--- config.mk ---
export PLATFORM = sky130hd
export DESIGN_NAME = sarps_sequencer
export DESIGN_NICKNAME = d
export VERILOG_FILES = /design/src/hw/sarps_pkg.sv /design/src/hw/sarps_fifo.sv /design/src/hw/sarps_sequencer.sv
export SDC_FILE = /design/constraint.sdc
export NUM_CORES = 1
export LEC_CHECK = 0
export BUFFER_PORTS_ARGS = -buffer_cell sky130_fd_sc_hd__buf_2
export CORE_UTILIZATION = 62
export CTS_BUF_LIST = sky130_fd_sc_hd__clkbuf_16
export DETAILED_ROUTE_END_ITERATION = 8
export MAX_ROUTING_LAYER = met4
export PLACE_DENSITY = 0.79
export SLEW_MARGIN = 30
export SYNTH_ARGS = -nofsm -noshare
export SYNTH_HDL_FRONTEND = slang
export SYNTH_SLANG_ARGS = --single-unit
export TNS_END_PERCENT = 50
--- constraint.sdc ---
create_clock -name ref_clk -period 4.8 [get_ports ref_clk]
set_input_delay 0.72 -clock ref_clk [delete_from_list [all_inputs] [get_ports ref_clk]]
set_output_delay 0.72 -clock ref_clk [all_outputs]
set_load 0.05 [all_outputs]
--- src/hw/sarps_pkg.sv ---
// What this block does
// RULE_01: strobe fall with select low leaves power-down and starts acquisition.
// RULE_02: next strobe fall after acquisition start begins a conversion.
// RULE_03: select at conversion start: high powers reference down afterwards, low keeps it.
// RULE_04: done line goes low once a result is ready to read.
// RULE_05: strobe fall with select high drives a valid result onto the bus.
// RULE_06: result is sixteen bits over eight lines, msb top of upper byte.
// RULE_07: byte select high shows the upper byte, low the lower byte.
// RULE_08: host reads both bytes and waits before starting a new acquisition.
// RULE_09: bus is released unless a read runs, freed when the strobe rises.
package sarps_pkg;

    // -----------------------------------------------------------------
    // widths and timing
    // -----------------------------------------------------------------
    localparam int RESULT_W = 16;
    localparam int BYTE_W = 8;
    localparam int FIFO_DEPTH = 16;
    localparam int CLK_PERIOD_NS = 10;
    localparam int T_CONV_NS = 4700;
    // longest time, so round down
    localparam int CONV_CYCLES = T_CONV_NS / CLK_PERIOD_NS;
    localparam int CNT_W = 16;
    localparam logic [CNT_W-1:0] CNT_ZERO = 16'h0000;
    localparam logic [CNT_W-1:0] CNT_ONE = 16'h0001;

    // -----------------------------------------------------------------
    // sequencer states
    // -----------------------------------------------------------------
    typedef enum logic [4:0] {
        S_SHUTDOWN = 5'h01,
        S_ACQUIRE = 5'h02,
        S_CONVERT = 5'h04,
        S_STORE = 5'h08,
        S_READ = 5'h10
    } sarps_state_t;

endpackage : sarps_pkg

--- src/hw/sarps_fifo.sv ---
`timescale 1ns/10ps
module sarps_fifo
    import sarps_pkg::*;
#(
    parameter int WIDTH = RESULT_W,
    parameter int DEPTH = FIFO_DEPTH
) (
    input wire logic ref_clk,
    input wire logic reset,
    input wire logic in_valid,
    output logic in_ready,
    input wire logic [WIDTH-1:0] in_data,
    output logic out_valid,
    input wire logic out_ready,
    output logic [WIDTH-1:0] out_data
);
    localparam int AW = (DEPTH > 1) ? $clog2(DEPTH) : 1;
    localparam logic [AW:0] FULL_COUNT = (AW + 1)'(DEPTH);
    localparam logic [AW-1:0] LAST_PTR = AW'(DEPTH - 1);

    logic [WIDTH-1:0] mem_q [DEPTH];
    logic [AW-1:0] wr_q, wr_d, rd_q, rd_d;
    logic [AW:0] count_q, count_d;
    logic push, pop;

    function automatic logic [AW-1:0] bump(input logic [AW-1:0] p);
        bump = (p == LAST_PTR) ? '0 : p + AW'(1);
    endfunction : bump

    assign in_ready = (count_q != FULL_COUNT);
    assign out_valid = (count_q != '0);
    assign out_data = mem_q[rd_q];
    assign push = in_valid && in_ready;
    assign pop = out_valid && out_ready;

    always_comb begin
        wr_d = push ? bump(wr_q) : wr_q;
        rd_d = pop ? bump(rd_q) : rd_q;
        count_d = count_q;
        if (push && !pop) begin
            count_d = count_q + (AW + 1)'(1);
        end else if (pop && !push) begin
            count_d = count_q - (AW + 1)'(1);
        end
    end

    always_ff @(posedge ref_clk) begin
        if (reset) begin
            wr_q <= '0;
            rd_q <= '0;
            count_q <= '0;
        end else begin
            wr_q <= wr_d;
            rd_q <= rd_d;
            count_q <= count_d;
        end
    end

    // storage needs no reset; empty flag guards it
    always_ff @(posedge ref_clk) begin
        if (push) begin
            mem_q[wr_q] <= in_data;
        end
    end

endmodule : sarps_fifo

--- src/hw/sarps_sequencer.sv ---
`timescale 1ns/10ps
module sarps_sequencer
    import sarps_pkg::*;
#(
    parameter int CONV_COUNT = CONV_CYCLES,
    parameter int DEPTH = FIFO_DEPTH
) (
    input wire logic ref_clk,
    input wire logic reset,
    input wire logic conversion_strobe_n,
    input wire logic read_convert_select,
    input wire logic high_byte_select,
    input wire logic [RESULT_W-1:0] adc_result,
    output logic core_power_on,
    output logic ref_power_on,
    output logic track_enable,
    output logic conversion_done_n,
    output logic [BYTE_W-1:0] data_out,
    output logic data_oe
);
    localparam logic [CNT_W-1:0] CONV_LAST = CNT_W'(CONV_COUNT - 1);

    // -----------------------------------------------------------------
    // strobe edges
    // -----------------------------------------------------------------
    logic strobe_q, strobe_d;
    logic strobe_fall, strobe_rise;

    // reset value matches the idle level of the pin, so the first
    // sample after reset cannot fake a rise
    always_comb begin
        strobe_d = conversion_strobe_n;
    end

    always_ff @(posedge ref_clk) begin
        if (reset) begin
            strobe_q <= 1'b1;
        end else begin
            strobe_q <= strobe_d;
        end
    end

    assign strobe_fall = strobe_q && !conversion_strobe_n;
    assign strobe_rise = !strobe_q && conversion_strobe_n;

    // -----------------------------------------------------------------
    // result buffer
    // -----------------------------------------------------------------
    logic fifo_in_valid, fifo_in_ready;
    logic fifo_out_valid, fifo_out_ready;
    logic [RESULT_W-1:0] fifo_out_data;
    logic [RESULT_W-1:0] result_q, result_d;

    sarps_fifo #(
        .WIDTH(RESULT_W),
        .DEPTH(DEPTH)
    ) u_fifo (
        .ref_clk(ref_clk),
        .reset(reset),
        .in_valid(fifo_in_valid),
        .in_ready(fifo_in_ready),
        .in_data(result_q),
        .out_valid(fifo_out_valid),
        .out_ready(fifo_out_ready),
        .out_data(fifo_out_data)
    );

    // -----------------------------------------------------------------
    // sequencer
    // -----------------------------------------------------------------
    sarps_state_t state_q, state_d;
    logic [CNT_W-1:0] cnt_q, cnt_d;
    logic keep_ref_q, keep_ref_d;
    logic core_q, core_d;
    logic ref_q, ref_d;
    logic track_q, track_d;
    logic done_n_q, done_n_d;
    logic [BYTE_W-1:0] dout_q, dout_d;
    logic oe_q, oe_d;

    function automatic logic [BYTE_W-1:0] pick_byte(
        input logic [RESULT_W-1:0] word,
        input logic upper
    );
        pick_byte = upper ? word[RESULT_W-1:BYTE_W]
                          : word[BYTE_W-1:0]; // RULE_06 RULE_07
    endfunction : pick_byte

    // stalls in S_STORE while full: a host that skips reads
    // backs up the converter instead of losing results
    assign fifo_in_valid = (state_q == S_STORE);
    assign fifo_out_ready = (state_q == S_READ) && strobe_rise;

    always_comb begin
        state_d = state_q;
        cnt_d = cnt_q;
        keep_ref_d = keep_ref_q;
        core_d = core_q;
        ref_d = ref_q;
        track_d = track_q;
        result_d = result_q;
        dout_d = dout_q;
        oe_d = oe_q;
        case (state_q)
            S_SHUTDOWN: begin
                if (strobe_fall && !read_convert_select) begin
                    state_d = S_ACQUIRE; // RULE_01
                    core_d = 1'b1;
                    ref_d = 1'b1;
                    track_d = 1'b1;
                end else if (strobe_fall && fifo_out_valid) begin
                    state_d = S_READ; // RULE_05
                    dout_d = pick_byte(fifo_out_data, high_byte_select);
                    oe_d = 1'b1;
                end
            end
            S_ACQUIRE: begin
                if (strobe_fall) begin
                    state_d = S_CONVERT; // RULE_02
                    keep_ref_d = !read_convert_select; // RULE_03
                    track_d = 1'b0;
                    cnt_d = CNT_ZERO;
                end
            end
            S_CONVERT: begin
                if (cnt_q == CONV_LAST) begin
                    state_d = S_STORE;
                    result_d = adc_result;
                end else begin
                    cnt_d = cnt_q + CNT_ONE;
                end
            end
            S_STORE: begin
                if (fifo_in_ready) begin
                    state_d = S_SHUTDOWN;
                    core_d = 1'b0;
                    ref_d = keep_ref_q; // RULE_03
                end
            end
            S_READ: begin
                // follows byte select while the strobe is low
                dout_d = pick_byte(fifo_out_data, high_byte_select); // RULE_07
                if (strobe_rise) begin
                    state_d = S_SHUTDOWN;
                    oe_d = 1'b0; // RULE_09
                end
            end
            default: begin
                state_d = S_SHUTDOWN;
                oe_d = 1'b0;
            end
        endcase
    end

    always_ff @(posedge ref_clk) begin
        if (reset) begin
            state_q <= S_SHUTDOWN;
            cnt_q <= CNT_ZERO;
            keep_ref_q <= 1'b0;
            core_q <= 1'b0;
            ref_q <= 1'b0;
            track_q <= 1'b0;
            result_q <= '0;
            dout_q <= '0;
            oe_q <= 1'b0; // RULE_09
        end else begin
            state_q <= state_d;
            cnt_q <= cnt_d;
            keep_ref_q <= keep_ref_d;
            core_q <= core_d;
            ref_q <= ref_d;
            track_q <= track_d;
            result_q <= result_d;
            dout_q <= dout_d;
            oe_q <= oe_d;
        end
    end

    // -----------------------------------------------------------------
    // end of conversion
    // -----------------------------------------------------------------
    // own count of buffered results: the line then drops on the push
    // and rises on the last pop, never pulsing between two reads
    logic [CNT_W-1:0] held_q, held_d;

    always_comb begin
        held_d = held_q;
        if (fifo_in_valid && fifo_in_ready) begin
            held_d = held_q + CNT_ONE;
        end else if (fifo_out_ready && fifo_out_valid) begin
            held_d = held_q - CNT_ONE;
        end
        done_n_d = (held_d == CNT_ZERO); // RULE_04
    end

    always_ff @(posedge ref_clk) begin
        if (reset) begin
            held_q <= CNT_ZERO;
            done_n_q <= 1'b1;
        end else begin
            held_q <= held_d;
            done_n_q <= done_n_d;
        end
    end

    // -----------------------------------------------------------------
    // outputs
    // -----------------------------------------------------------------
    assign core_power_on = core_q;
    assign ref_power_on = ref_q;
    assign track_enable = track_q;
    assign conversion_done_n = done_n_q;
    assign data_out = dout_q;
    assign data_oe = oe_q;

endmodule : sarps_sequencer

==> metrics.yaml <==
outcome: "finished, final reports clean"
final_nets: 936
route.detailed.drc: 0
cts_num_sinks: 341
yosysUniqueCellTypes: 57
drt_first_pass_iters: 5
die_area_um2: 22800
switching_share_pct: 19.7
area_delta_synth_final_pct: 11.9
yosysMostFrequentCell: "edfxtp_1"
core_area_um2: 21800
p_int_uw: 4610
crit_required_ns: 5.24
combPwrFrac_pct: 1.1
cts_setup_buffers: 0
slew_headroom_pct: 43.0
powerDensity_nw_per_um2: 372
htreeDepth: 2
via_per_inst: 6.47
rsz0062_at_grt: "no"
antenna_left: 0
syn_nets: 887
ys_ff_latch: 341
cp.arrival_ns: 3.86
grt_start_max_net_pins: 64
io_buffers: 33
overflow: 0
max_freq_mhz: 292
seqPwrFrac_pct: 54.6
clock_latency_ns: 0.52
hold_buffers: 0
start_kind: "flop"
async_reset_ff_share_pct: 0
start_util_pct: 63.2
r2r_start: "state_q[4]"
wl_per_cell_um: 24.7
critPathMaxFanout: 21
finalWorstPathRequiredPeriod_ns: 3.43
hold_class: "in -> reg"
worst_pin_slew_ns: 0.851
grt_pass1_vias: 7928
antenna_found_initial: 0
finalClockSkew_ns: 0.0198
placed_cell_area_um2: 14300
path_clk_slew_ns: 0.06
yosys_warnings: 0
initialDrtViolationCount: 676
fin_crit_sh_pct: 71.4
die_x_um: 151
cts-root-buf: "clkbuf_16"
cts_tree: "done"
peakVddDrop_mv: 0.305
final_area_um2: 15400
fin_setup_tns_ns: 0
place.gp.congestion: 0.850
p_sw_uw: 1130
crit_path_start: "state_q[4]"
diodes: 0
hp-start: "adc_result[13]"
slew_violations: 0
ios: 34
num_rows: 54
grt_pass1_wl_um: 46100
cts_made_buffers: 34
end_kind: "flop"
synth-seq-area-share_pct: 68.1
synth_top_area_share_pct: 55.7
drive_gt1_share_pct: 22.3
gr-usage-all-layers_pct: 28.5
synthTopCellsByCount: "edfxtp_1, nor2_1, dfxtp_1"
synth_area_leaders: "edfxtp_1, mux4_2, dfxtp_1"
vias: 7813
drt_wl_total_um: 29800
hold_viol: 0
cts_resized: 0
setup_viol: 0
crit_type: "reg -> reg"
cap_viol_max_count: 0
die_y_um: 151
power_uw: 5740
p_clk_share_pct: 44.3
synthFlopType: "edfxtp_1"
dp_hpwl_um: 18200
p_leak_uw: 0.00427
max-clock-path-buffers: 3
syn_area_per_cell_um2: 16.2
synth_cells: 852
synth_edf_count: 256
yosys.area.top_type: "edfxtp_1"
synth_area_um2: 13800
-- kinds of logic (layout without fill, tap and decap cells) --
group                      count (synthesis)  after routing  synth area share [%]
adders and majority gates                 14             14                  1.32
and+or+nand+nor                          217            217                  7.90
xor gates and xnor gates                  35             35                  2.22
buffers and inverters                     60            135                  1.72
muxes                                    105            105                  14.9
AOI/OAI and AO/OA                         80             80                  3.87
DFF                                      341            341                  68.1
-- sequential cells by signal (all words and copies together) (netlist names), 4 cells and up, named ones only --
register	cells
state_q	5
data_out	8
held_q	16
u_fifo.rd_q	4
result_q	16
u_fifo.mem_q	256
u_fifo.wr_q	4
cnt_q	16
u_fifo.count_q	5
-- power by group through the flow --
stage / Combinational (uW) / Clock [uW] / Sequential, uW
global placement: 61.1 / 0 / 3200
finish: 62.4 / 2540 / 3130
floorplan: 34.1 / 0 / 3200
global route: 66.9 / 2690 / 3130
CTS: 62.0 / 2570 / 3130
detailed placement: 61.8 / 0 / 3200
-- per-stage QoR --
stage	hold WS (ns)	util, %	instances	setup WS [ns]
after floorplan	0.454	-	852	1.39
after global placement	0.445	65.7	1144	1.52
after detailed placement	0.448	65.7	1144	1.39
after CTS	0.436	70.6	1206	1.38
after global routing	0.454	70.7	1207	1.18
final	0.443	70.7	1207	1.37
-- worst max-delay path, cell delays in order, from the launching register on --
cell	delay [ns]
dfxtp_1	0.38
or3_1	0.47
a211o_2	0.38
inv_2	0.32
ha_1	0.27
inv_1	0.12
fa_1	0.48
a21o_1	0.19
a21oi_1	0.19
xnor2_1	0.11
or3_1	0.31
a21oi_1	0.14
-- path summary, 6_finish.rpt --
check / to / cells past startpoint / slack [ns]
worst max-delay path: u_fifo.count_q[4] / 11 / 1.37
worst min-delay path: result_q[13] / 3 / 0.44
worst max register to register: u_fifo.count_q[4] / 11 / 1.37
worst min register to register: track_enable / 2 / 0.46
-- layout by cell type (no fill, tap or decap), types with 19 or more instances in the layout --
| master | Yosys | final |
|---|---|---|
| edfxtp_1 | 256 | 256 |
| nor2_1 | 91 | 90 |
| dfxtp_1 | 85 | 83 |
| mux4_2 | 80 | 80 |
| clkbuf_16 | 0 | 34 |
| buf_2 | 9 | 33 |
| a21oi_1 | 29 | 29 |
| nand2_1 | 26 | 26 |
| mux2i_1 | 25 | 25 |
| inv_1 | 15 | 24 |
| buf_4 | 0 | 22 |
| xnor2_1 | 19 | 19 |
-- per-layer routing --
layer  track usage [%]  up-vias  wire length, um
met5                 -        -                0
met4              7.70        0              631
met3              4.25       64             1940
met2              46.2      307            14900
met1              38.2     4012            12300
li1                  -     3430                -
-- cell type report --
class | count | area, um^2
multi-input combinational | 451 | 4200
tap | 280 | 350
fill | 1331 | 6390
sequential | 341 | 9390
timing repair buffer | 56 | 358
clock inverter | 28 | 216
inverter | 17 | 63.8
clock buffer | 34 | 851
Power figures use the tool's default switching activity.
